--- src/hw/svlmon_pkg.sv ---
// Constants, register map and types shared by the supply droop monitor.
package svlmon_pkg;
   // ****************************************
   // Clock and timing.
   // ****************************************
   // System clock period in nanoseconds.
   localparam int CLK_PERIOD_NS = 8;
   // Qualifying delay from detect flag rising to the interrupt request, in ns.
   localparam int QUALIFY_DELAY_NS = 15000;
   // Qualifying delay as a count of clock cycles, rounded up.
   localparam int QUALIFY_CYCLES = (QUALIFY_DELAY_NS + CLK_PERIOD_NS - 1) / CLK_PERIOD_NS;
   // Width of the qualifying delay counter.
   localparam int QUAL_CNT_W = 12;
   // Terminal count of the qualifying delay counter.
   localparam logic [QUAL_CNT_W-1:0] QUAL_LAST = QUAL_CNT_W'(QUALIFY_CYCLES - 1);
   // Counter start value.
   localparam logic [QUAL_CNT_W-1:0] QUAL_ZERO = 12'h000;

   // ****************************************
   // Register byte offsets.
   // ****************************************
   localparam logic [11:0] OFS_CONTROL = 12'h000;
   localparam logic [11:0] OFS_STATUS = 12'h004;
   localparam logic [11:0] OFS_IRQ_FLAG = 12'h008;
   localparam logic [11:0] OFS_MASK = 12'h00c;

   // ****************************************
   // Control register layout.
   // ****************************************
   // Trip level select field, bits 2 to 0.
   localparam int CTL_LVL_LSB = 0;
   localparam int CTL_LVL_MSB = 2;
   // Detector enable, read and write.
   localparam int CTL_EN_BIT = 4;
   // Read only undervoltage flag.
   localparam int CTL_FLAG_BIT = 5;
   // Control register reset value.
   localparam logic [7:0] CTL_RESET = 8'h00;

   // ****************************************
   // Status, mask and flag layout.
   // ****************************************
   // Number of sticky event bits.
   localparam int EVT_W = 3;
   // Event: qualifying delay expired, request flag set.
   localparam int EVT_QUAL = 0;
   // Event: detect flag rose.
   localparam int EVT_RISE = 1;
   // Event: detect flag fell.
   localparam int EVT_FALL = 2;
   // Reset value of status and mask.
   localparam logic [EVT_W-1:0] EVT_RESET = 3'h0;
   // Bit of the request flag in its own register.
   localparam int IRQF_BIT = 0;

   // ****************************************
   // Trip level codes, lowest to highest.
   // ****************************************
   localparam logic [2:0] LVL_2V0 = 3'h0;
   localparam logic [2:0] LVL_4V0 = 3'h7;

   // Qualifying delay sequencer states.
   typedef enum logic [1:0] {
      QUAL_IDLE = 2'b00,
      QUAL_COUNT = 2'b01,
      QUAL_DONE = 2'b10
   } svlmon_qual_state_type;
endpackage : svlmon_pkg

--- src/hw/svlmon_sync.sv ---
// Two flip-flop level synchroniser with an asynchronous active low reset.
`timescale 1ns/1ps
`default_nettype none
module svlmon_sync (
   // Clock and reset.
   input wire logic clk,
   input wire logic rstN,
   // Asynchronous level in, synchronised level out.
   input wire logic dIn,
   output logic qOut
);
   // First stage, read only by the second stage.
   logic meta_reg;

   // ****************************************
   // Two stage capture.
   // ****************************************
   // Both stages reset to zero, so a released reset propagates cleanly.
   always_ff @(posedge clk or negedge rstN) begin
      if (!rstN) begin
         meta_reg <= 1'b0;
         qOut <= 1'b0;
      end else begin
         meta_reg <= dIn;
         qOut <= meta_reg;
      end
   end
endmodule // svlmon_sync
`default_nettype wire

--- src/hw/svlmon_top.sv ---
// Supply droop detector control, status and interrupt logic with an APB slave.
`timescale 1ns/1ps
`default_nettype none
module svlmon_top
   import svlmon_pkg::*;
(
   // Clock and asynchronous reset.
   input wire logic ref_clk,
   input wire logic arst_n,
   // APB slave.
   input wire logic psel,
   input wire logic penable,
   input wire logic pwrite,
   input wire logic [11:0] paddr,
   input wire logic [31:0] pwdata,
   output logic [31:0] prdata,
   output logic pready,
   output logic pslverr,
   // Analog comparator and reference.
   input wire logic compBelow,
   output logic compEnable,
   output logic [2:0] tripLevel,
   // Power mode and system requests.
   input wire logic lowPowerMode,
   output logic wakeReq,
   output logic irq
);
   // ****************************************
   // Declarations.
   // ****************************************
   // Synchronised reset, active low.
   logic rstSyncN;
   // Synchronised comparator output.
   logic compSync;
   // Control register fields.
   logic [2:0] level_reg;
   logic enable_reg;
   // Detect flag and its previous value.
   logic flag_reg;
   logic flagPrev_reg;
   // Request flag and its next value.
   logic irqFlag_reg;
   logic irqFlag_next;
   // Sticky event bits, mask and next status.
   logic [EVT_W-1:0] status_reg;
   logic [EVT_W-1:0] status_next;
   logic [EVT_W-1:0] mask_reg;
   logic [EVT_W-1:0] evtSet;
   // Qualifying delay sequencer.
   svlmon_qual_state_type qual_reg;
   logic [QUAL_CNT_W-1:0] qualCnt_reg;
   // One cycle pulse when the delay expires.
   logic hwSet;
   // Bus strobes.
   logic setupRd;
   logic setupPh;
   logic wrAcc;
   logic wrCtl;
   logic wrSts;
   logic wrIrqf;
   logic wrMsk;
   // Read data output register and error register.
   logic [31:0] rdata_reg;
   logic err_reg;
   // Wake request register.
   logic wake_reg;

   // Returns one when the byte address is a mapped register.
   function automatic logic is_mapped(input logic [11:0] a);
      is_mapped = (a == OFS_CONTROL) || (a == OFS_STATUS) ||
                  (a == OFS_IRQ_FLAG) || (a == OFS_MASK);
   endfunction

   // ****************************************
   // Synchronisers.
   // ****************************************
   // Reset release passes two flops; assertion stays asynchronous.
   svlmon_sync u_rst_sync (
      .clk(ref_clk),
      .rstN(arst_n),
      .dIn(1'b1),
      .qOut(rstSyncN)
   );

   // The comparator is analog and free running, so it is synchronised first.
   svlmon_sync u_comp_sync (
      .clk(ref_clk),
      .rstN(rstSyncN),
      .dIn(compBelow),
      .qOut(compSync)
   );

   // ****************************************
   // APB decode.
   // ****************************************
   // Setup phase starts a transfer; writes land at the access edge.
   assign setupPh = psel && !penable;
   assign setupRd = setupPh && !pwrite;
   assign wrAcc = psel && penable && pwrite;
   // Address decoding for writes.
   always_comb begin
      wrCtl = 1'b0;
      wrSts = 1'b0;
      wrIrqf = 1'b0;
      wrMsk = 1'b0;
      if (wrAcc && (paddr == OFS_CONTROL)) begin
         wrCtl = 1'b1;
      end else if (wrAcc && (paddr == OFS_STATUS)) begin
         wrSts = 1'b1;
      end else if (wrAcc && (paddr == OFS_IRQ_FLAG)) begin
         wrIrqf = 1'b1;
      end else if (wrAcc && (paddr == OFS_MASK)) begin
         wrMsk = 1'b1;
      end
   end

   // Read data is captured in the setup cycle so the access cycle answers at once.
   always_ff @(posedge ref_clk or negedge rstSyncN) begin
      if (!rstSyncN) begin
         rdata_reg <= 32'h0000_0000;
      end else if (setupRd) begin
         rdata_reg <= 32'h0000_0000;
         if (paddr == OFS_CONTROL) begin
            // Unused bits above and at seven, six and three stay zero.
            rdata_reg[CTL_LVL_MSB:CTL_LVL_LSB] <= level_reg;
            rdata_reg[CTL_EN_BIT] <= enable_reg;
            rdata_reg[CTL_FLAG_BIT] <= flag_reg;
         end else if (paddr == OFS_STATUS) begin
            rdata_reg[EVT_W-1:0] <= status_reg;
         end else if (paddr == OFS_IRQ_FLAG) begin
            rdata_reg[IRQF_BIT] <= irqFlag_reg;
         end else if (paddr == OFS_MASK) begin
            rdata_reg[EVT_W-1:0] <= mask_reg;
         end
      end
   end

   // Unmapped addresses answer with an error; writes to them change nothing.
   always_ff @(posedge ref_clk or negedge rstSyncN) begin
      if (!rstSyncN) begin
         err_reg <= 1'b0;
      end else if (setupPh) begin
         err_reg <= !is_mapped(paddr);
      end
   end

   // The slave never inserts wait states.
   assign pready = 1'b1;
   assign prdata = rdata_reg;
   assign pslverr = err_reg && psel && penable;

   // ****************************************
   // Control register.
   // ****************************************
   // Level and enable are plain storage; the detect flag cannot be written.
   always_ff @(posedge ref_clk or negedge rstSyncN) begin
      if (!rstSyncN) begin
         level_reg <= CTL_RESET[CTL_LVL_MSB:CTL_LVL_LSB];
         enable_reg <= CTL_RESET[CTL_EN_BIT];
      end else if (wrCtl) begin
         level_reg <= pwdata[CTL_LVL_MSB:CTL_LVL_LSB];
         enable_reg <= pwdata[CTL_EN_BIT];
      end
   end

   // Low power mode does not touch the enable, so the comparator keeps running.
   assign compEnable = enable_reg;
   // Code zero is the lowest level and code seven the highest.
   assign tripLevel = level_reg;

   // ****************************************
   // Detect flag.
   // ****************************************
   // Disabled circuits read as no low voltage condition.
   always_ff @(posedge ref_clk or negedge rstSyncN) begin
      if (!rstSyncN) begin
         flag_reg <= 1'b0;
         flagPrev_reg <= 1'b0;
      end else begin
         flag_reg <= compSync && enable_reg;
         flagPrev_reg <= flag_reg;
      end
   end

   // ****************************************
   // Qualifying delay.
   // ****************************************
   // The count restarts whenever the flag drops, so chatter near the level
   // does not accumulate into a request.
   always_ff @(posedge ref_clk or negedge rstSyncN) begin
      if (!rstSyncN) begin
         qual_reg <= QUAL_IDLE;
         qualCnt_reg <= QUAL_ZERO;
      end else begin
         case (qual_reg)
            QUAL_IDLE: begin
               qualCnt_reg <= QUAL_ZERO;
               if (flag_reg) begin
                  qual_reg <= QUAL_COUNT;
               end
            end
            QUAL_COUNT: begin
               if (!flag_reg) begin
                  qual_reg <= QUAL_IDLE;
                  qualCnt_reg <= QUAL_ZERO;
               end else if (qualCnt_reg == QUAL_LAST) begin
                  qual_reg <= QUAL_DONE;
               end else begin
                  qualCnt_reg <= qualCnt_reg + 1'b1;
               end
            end
            QUAL_DONE: begin
               // One request per low voltage episode.
               qualCnt_reg <= QUAL_ZERO;
               if (!flag_reg) begin
                  qual_reg <= QUAL_IDLE;
               end
            end
            default: begin
               qual_reg <= QUAL_IDLE;
               qualCnt_reg <= QUAL_ZERO;
            end
         endcase
      end
   end

   // Expiry pulse, only while the flag still stands.
   assign hwSet = (qual_reg == QUAL_COUNT) && flag_reg && (qualCnt_reg == QUAL_LAST);

   // ****************************************
   // Request flag.
   // ****************************************
   // Software writes any value; a hardware set in the same cycle wins.
   always_comb begin
      irqFlag_next = irqFlag_reg;
      if (wrIrqf) begin
         irqFlag_next = pwdata[IRQF_BIT];
      end
      if (hwSet) begin
         irqFlag_next = 1'b1;
      end
   end

   always_ff @(posedge ref_clk or negedge rstSyncN) begin
      if (!rstSyncN) begin
         irqFlag_reg <= 1'b0;
      end else begin
         irqFlag_reg <= irqFlag_next;
      end
   end

   // A wake pulse only when hardware raises a flag that was low, so a flag
   // preset by software before sleep suppresses the wake.
   always_ff @(posedge ref_clk or negedge rstSyncN) begin
      if (!rstSyncN) begin
         wake_reg <= 1'b0;
      end else begin
         wake_reg <= hwSet && !irqFlag_reg && lowPowerMode;
      end
   end
   assign wakeReq = wake_reg;

   // ****************************************
   // Shared interrupt status and mask.
   // ****************************************
   // Event sources merged into the one shared line.
   assign evtSet[EVT_QUAL] = hwSet && !irqFlag_reg;
   assign evtSet[EVT_RISE] = flag_reg && !flagPrev_reg;
   assign evtSet[EVT_FALL] = !flag_reg && flagPrev_reg;

   // Write one to clear; a set in the same cycle wins over the clear.
   always_comb begin
      status_next = status_reg;
      if (wrSts) begin
         status_next = status_reg & ~pwdata[EVT_W-1:0];
      end
      status_next = status_next | evtSet;
   end

   always_ff @(posedge ref_clk or negedge rstSyncN) begin
      if (!rstSyncN) begin
         status_reg <= EVT_RESET;
      end else begin
         status_reg <= status_next;
      end
   end

   // Mask bits enable each status bit onto the line.
   always_ff @(posedge ref_clk or negedge rstSyncN) begin
      if (!rstSyncN) begin
         mask_reg <= EVT_RESET;
      end else if (wrMsk) begin
         mask_reg <= pwdata[EVT_W-1:0];
      end
   end

   // No dedicated vector: the request only reaches the core here.
   assign irq = |(status_reg & mask_reg);
endmodule // svlmon_top
`default_nettype wire

--- config.mk ---
export PLATFORM = sky130hd
export DESIGN_NAME = svlmon_top
export DESIGN_NICKNAME = d
export VERILOG_FILES = /design/src/hw/svlmon_pkg.sv /design/src/hw/svlmon_sync.sv /design/src/hw/svlmon_top.sv
export SDC_FILE = /design/constraint.sdc
export NUM_CORES = 1
export LEC_CHECK = 0
export ABC_AREA = 1
export ABC_CLOCK_PERIOD_IN_PS = 1700
export BUFFER_PORTS_ARGS = -buffer_cell sky130_fd_sc_hd__buf_2
export CORE_UTILIZATION = 33
export DETAILED_ROUTE_END_ITERATION = 8
export PLACE_DENSITY = 0.55
export SLEW_MARGIN = 10
export SYNTH_ARGS = -nofsm -noshare
export SYNTH_HDL_FRONTEND = slang
export SYNTH_HIERARCHICAL = 1
export SYNTH_SLANG_ARGS = --single-unit
--- constraint.sdc ---
create_clock -name ref_clk -period 1.7 [get_ports ref_clk]
set_input_delay 0.17 -clock ref_clk [delete_from_list [all_inputs] [get_ports ref_clk]]
set_output_delay 0.17 -clock ref_clk [all_outputs]
set_load 0.02 [all_outputs]
* Word-level counts from Yosys, hierarchy flattened
Cells that the tools add are included.
** Operators by class
- $add $sub $neg :: 1
- Equal/unequal tests :: 10
- Muxes and demuxes :: 27
- Bitwise gates (word level) :: 4
- Reductions and logical operators :: 31
** Operators with widths (count)
- $mux W12 :: 3
- $eq A12 B4 Y1 const B :: 2
- $logic_and A1 B1 Y1 :: 17
- $mux W1 :: 13
- $add A12 B1 Y12 const B :: 1
- $eq A12 B11 Y1 const B :: 1
- $eq A12 B3 Y1 const B :: 1
- $logic_not A12 Y1 :: 1
- $mux W2 :: 6
- $mux W3 :: 4
- $and A3 B3 Y3 :: 2
- $logic_not A1 Y1 :: 6
- $ne A3 B3 Y1 const B :: 2
- $pmux W2 S3 :: 1
- $ne A2 B2 Y1 const B :: 2
- $logic_or A1 B1 Y1 :: 3
- $not A3 Y3 :: 1
- $or A3 B3 Y3 :: 1
- $reduce_and A3 Y1 :: 1
- $reduce_or A3 Y1 :: 1
- $eq A2 B1 Y1 const B :: 1
- $eq A2 B2 Y1 const B :: 1
- $logic_not A2 Y1 :: 1
- $reduce_bool A2 Y1 :: 1
** Word-level totals
- Flip-flop bits (word level) :: 38
- Output and inout bits :: 40
- Logic and storage cells :: 89

* Logic depth before layout (Yosys ltp)
- Word-level depth :: 8
- Depth in mapped cells :: 9
- Depth with buffers taken out :: 9

* Cells and area by module
The synthesis kept the hierarchy.
** Modules (own cells, without submodules)
- svlmon_top :: instances 1, cells an instance 249, area an instance 2020.7 µm², seq. area each 850.8 µm²
- svlmon_sync :: instances 2, cells an instance 2, area an instance 50.0 µm², seq. area each 50.0 µm²

* Least setup slack after synthesis
Ideal clock, no wire load.
- Path type :: reg2reg
- Start point :: reg qualCnt_reg[0]
- End point :: reg qual_reg[0]
- Setup time :: 0.128 ns
- Arrival time :: 1.244 ns
- Path slack :: 0.328 ns
- Cell stages (with the launch flop) :: 8
- Buffers on the path :: 0
- Path through :: dfrtp_1 inv_1 ha_1 nand3_1 nor3_4 nor2_2 inv_2 o31ai_1
** On the way
- Word-level cells in the longest chain between the ends :: 3
** Ends and longest elaborated chain
- start, declared :: line svlmon_top.sv:51 : logic [QUAL_CNT_W-1:0] qualCnt_reg;
- start signal, assigned :: line svlmon_top.sv:209 : qualCnt_reg <= qualCnt_reg + 1'b1;
- $eq A12 B11 Y1 :: line svlmon_top.sv:206 : end else if (qualCnt_reg == QUAL_LAST) begin
- $ne A3 B3 Y1 (no source line)
- $reduce_and A3 Y1 (no source line)
- end signal, assigned :: line svlmon_top.sv:204 : qual_reg <= QUAL_IDLE;
- end signal, assigned :: line svlmon_top.sv:207 : qual_reg <= QUAL_DONE;
- end signal, assigned :: line svlmon_top.sv:216 : qual_reg <= QUAL_IDLE;
- end, declared :: line svlmon_top.sv:50 : svlmon_qual_state_type qual_reg;
Every way passes these cells.
A chain may end at the register's enable or synchronous reset.

* Final worst setup path
- Start point :: reg qualCnt_reg[1]
- End point :: reg qualCnt_reg[8]
** On the way
- Word-level cells in the longest chain between the ends :: 4
- Elaborated cells between the ends (all ways) :: 6
- Those cells by class :: 1 x add/sub; 2 x eq/ne; 3 x mux
** Ends and longest elaborated chain
- $add A12 B1 Y12 :: line svlmon_top.sv:209
- $mux W12 :: line svlmon_top.sv:206
- $mux W12 :: line svlmon_top.sv:203 : if (!flag_reg) begin
- $mux W12 :: line svlmon_top.sv:195 : case (qual_reg)
Parallel ways exist; a longest one is shown, timed or not. The select of a mux whose other input is x is not followed.

==> flow_metrics.py <==
metrics = {
    "clocking": {
        "cts.repair_timing.setup_buffer_count": 0,
        "cts_tree": "built",
        "clock_sink_count": 38,
        "htreeDepth": 2,
        "clk_path_buf_depth": 2,
        "cts-root-buf": "sky130_fd_sc_hd__clkbuf_8",
        "cts_hold_buf": 2,
        "clock_network_latency_to_the_later_pin_of_the_worst_skew_pair_ns": 0.28,
        "clock_transition_time_at_the_flip_flop_clock_pins_of_the_worst_setup_and_hold_paths_ns": 0.07,
        "cts_inserted_buffers": 5,
        "cts-resized-gates": 0,
    },
    "grt": {
        "grt-ovfl-total": 0,
        "grt_pass1_wl_mm": 6.56,
        "grt_antenna_before_repair": 0,
        "grt_max_degree": 37,
        "grtUsageTotal_pct": 13.0,
        "first_global_vias": 1419,
    },
    "timing": {
        "post-route-min-period_ns": 1.44,
        "timing.final.ws_setup_ns": 0.264,
        "rsz0062_at_grt": "false",
        "report.final.slew_viol_count": 0,
        "setup-violations-final": 0,
        "layout_worst_path_cycle_share_pct": 84.5,
        "hold_viol_final": 0,
        "fin_tns_setup_ns": 0,
        "finalClockSkew_ns": 0.00377,
        "max_freq_mhz": 696,
    },
    "power": {
        "power_mw": 1.79,
        "p_leak_nw": 1.22,
        "power_density_nw_per_um2": 744,
        "vdd_ir_drop_max_mv": 0.544,
    },
    "job": {
        "max_cap_violations": 0,
    },
    "logic_synthesis": {
        "netlist.top_cell.by_area": "sky130_fd_sc_hd__dfrtp_1",
        "most_used_flip_flop_cell_after_synthesis": "sky130_fd_sc_hd__dfrtp_1",
        "synth_sequential_area_ratio_pct": 44.8,
        "post_synthesis_average_cell_area_um2": 8.38,
        "synthTopCellsByCount": "sky130_fd_sc_hd__dfrtp_1 (38), sky130_fd_sc_hd__nand2_1 (38), sky130_fd_sc_hd__inv_1 (34)",
        "ys_warn_count": 6,
        "number_of_storage_elements_in_the_synthesis_netlist": 38,
        "syn_area_um2": 2120,
        "synth_top_area_share_pct": 44.8,
        "synth.area.top_cells": "sky130_fd_sc_hd__dfrtp_1 (45%), sky130_fd_sc_hd__buf_4 (10%), sky130_fd_sc_hd__nand2_1 (6.7%), sky130_fd_sc_hd__inv_1 (6.0%), sky130_fd_sc_hd__nor2_1 (5.1%)",
        "synthCells": 253,
        "synth_async_sr_flop_share_pct": 100,
        "synth_cell_types": 32,
        "number_of_enable_type_register_cells_in_the_synthesized_netlist": 0,
    },
    "worst_setup_path": {
        "criticalPathCategory": "reg2reg",
        "path_max_fanout": 4,
        "timing.critical_path.to_type": "flip-flop",
        "crit_path_cell_trace": "ha_1 > nand4_2 > nor3_4 > nand2_1 > o21ai_0 > nor2_1",
        "worst_setup_path_start_kind": "flip-flop",
        "critical_path_arrival_ns": 1.62,
        "cpMaxStageDelayCell": "sky130_fd_sc_hd__dfrtp_1",
        "required_ns": 1.88,
        "cp_slowest_stage_delay_ns": 0.41,
    },
    "drt": {
        "drt_wl_total_mm": 3.93,
        "routedWlPerCell_um": 10.5,
        "detail_route.first_pass.iterations": 4,
        "detail_route.vias_per_cell": 4.32,
        "ant_nets": 0,
        "detailroute.via_count": 1613,
        "post-route-drc-count": 0,
        "drt-initial-drc-count": 59,
    },
    "finish": {
        "layout-drive-gt1-share_pct": 22.8,
        "fin_cells": 373,
        "area.growth.synth_to_final_pct": 13.3,
        "layout.nets": 350,
        "final_area_um2": 2400,
        "num_antenna_cells": 0,
        "max_reg_flops": 12,
    },
    "floorplan": {
        "initial_utilization_pct": 35.0,
        "num_rows": 28,
        "die-height_um": 82.2,
        "total_die_area_um2": 6750,
        "top_level_ports": 91,
        "x_dimension_of_the_die_um": 82.2,
        "core_area_um2": 6060,
    },
    "placement": {
        "detailed_placement_wirelength_estimate_mm": 3.09,
        "port-buffer-count": 34,
        "place.gp.congestion": 0.767,
        "placed_cells": 363,
        "pre_cts_ws_ns": 0.260,
        "place_area_um2": 2290,
    },
    "min_path": {
        "hp-class": "in2reg",
    },
    "outcome": {
        "run_status": "finished clean",
    },
}
layout make-up:
| cell class | count | area [µm²] |
|---|---|---|
| repair buffers | 39 | 213 |
| fillers | 639 | 3660 |
| well taps | 75 | 93.8 |
| multi-input cells | 177 | 918 |
| clock inverters | 1 | 5.00 |
| clock buffers | 7 | 86.3 |
| flip-flops and latches | 38 | 951 |
| inverters | 36 | 135 |
cells by family after synthesis:
group	synth area share (%)
compound gates	8.97
fa+ha+maj	1.18
xor+xnor	1.24
simple gates	26.8
other cells	0.354
buf+inv	16.6
flops	44.8
power breakdown:
group | internal, mW | switching, mW
registers | 0.926 | 0.0129
clock network | 0.327 | 0.301
logic | 0.0611 | 0.160
total | 1.31 | 0.473
critical path: cells and delay by family (launching register included):
kind | cells | cell delay (ns)
AOI/OAI and AO/OA | 1 | 0.15
DFF | 1 | 0.41
and+or+nand+nor | 4 | 0.51
adders and majority gates | 1 | 0.25
cell usage in the layout (no fill, tap or decap), drive strengths merged:
cell type,n
clkinv,2
inv,35
nor3b,1
o21ai,17
o31ai,3
xnor2,1
dlygate4sd3,2
nor3,9
ha,2
nand3b,1
conb,29
nand4,3
a21oi,4
dfrtp,38
xor2,2
or2,2
o22ai,2
clkbuf,7
nand2,43
o21a,3
nor2,36
o211ai,2
buf,37
nand3,16
a31o,1
through the flow:
stage	util, %	hold WS [ns]
floorplan	-	-0.126
global placement	37.8	-0.0435
detailed placement	37.8	-0.0431
CTS	39.6	0.0935
global route	39.6	0.131
finish	39.6	0.0992
worst paths after layout:
kind | start | end | slack, ns | cells after the start
min | pwdata[4] | compEnable | 0.1 | 3
max in group asynchronous | u_rst_sync/qOut | err_reg | 1.10 | 1
max reg2reg | qualCnt_reg[1] | qualCnt_reg[8] | 0.26 | 6
min reg2reg | u_rst_sync/qOut | prdata[5] | 0.28 | 1
min in group asynchronous | arst_n | u_rst_sync/qOut | 0.19 | 2
max | qualCnt_reg[1] | qualCnt_reg[8] | 0.26 | 6
per-layer routing:
layer	share of wire [%]	vias to the layer above	wire length, µm	GRT usage (%)
met5	0	-	0	0
met4	1.2	0	46	4.74
met3	4.1	5	163	3.19
met2	43	44	1680	17.6
met1	52	735	2040	19.6
li1	-	829	-	-
Note: power is estimated with default switching activity, not from simulation.
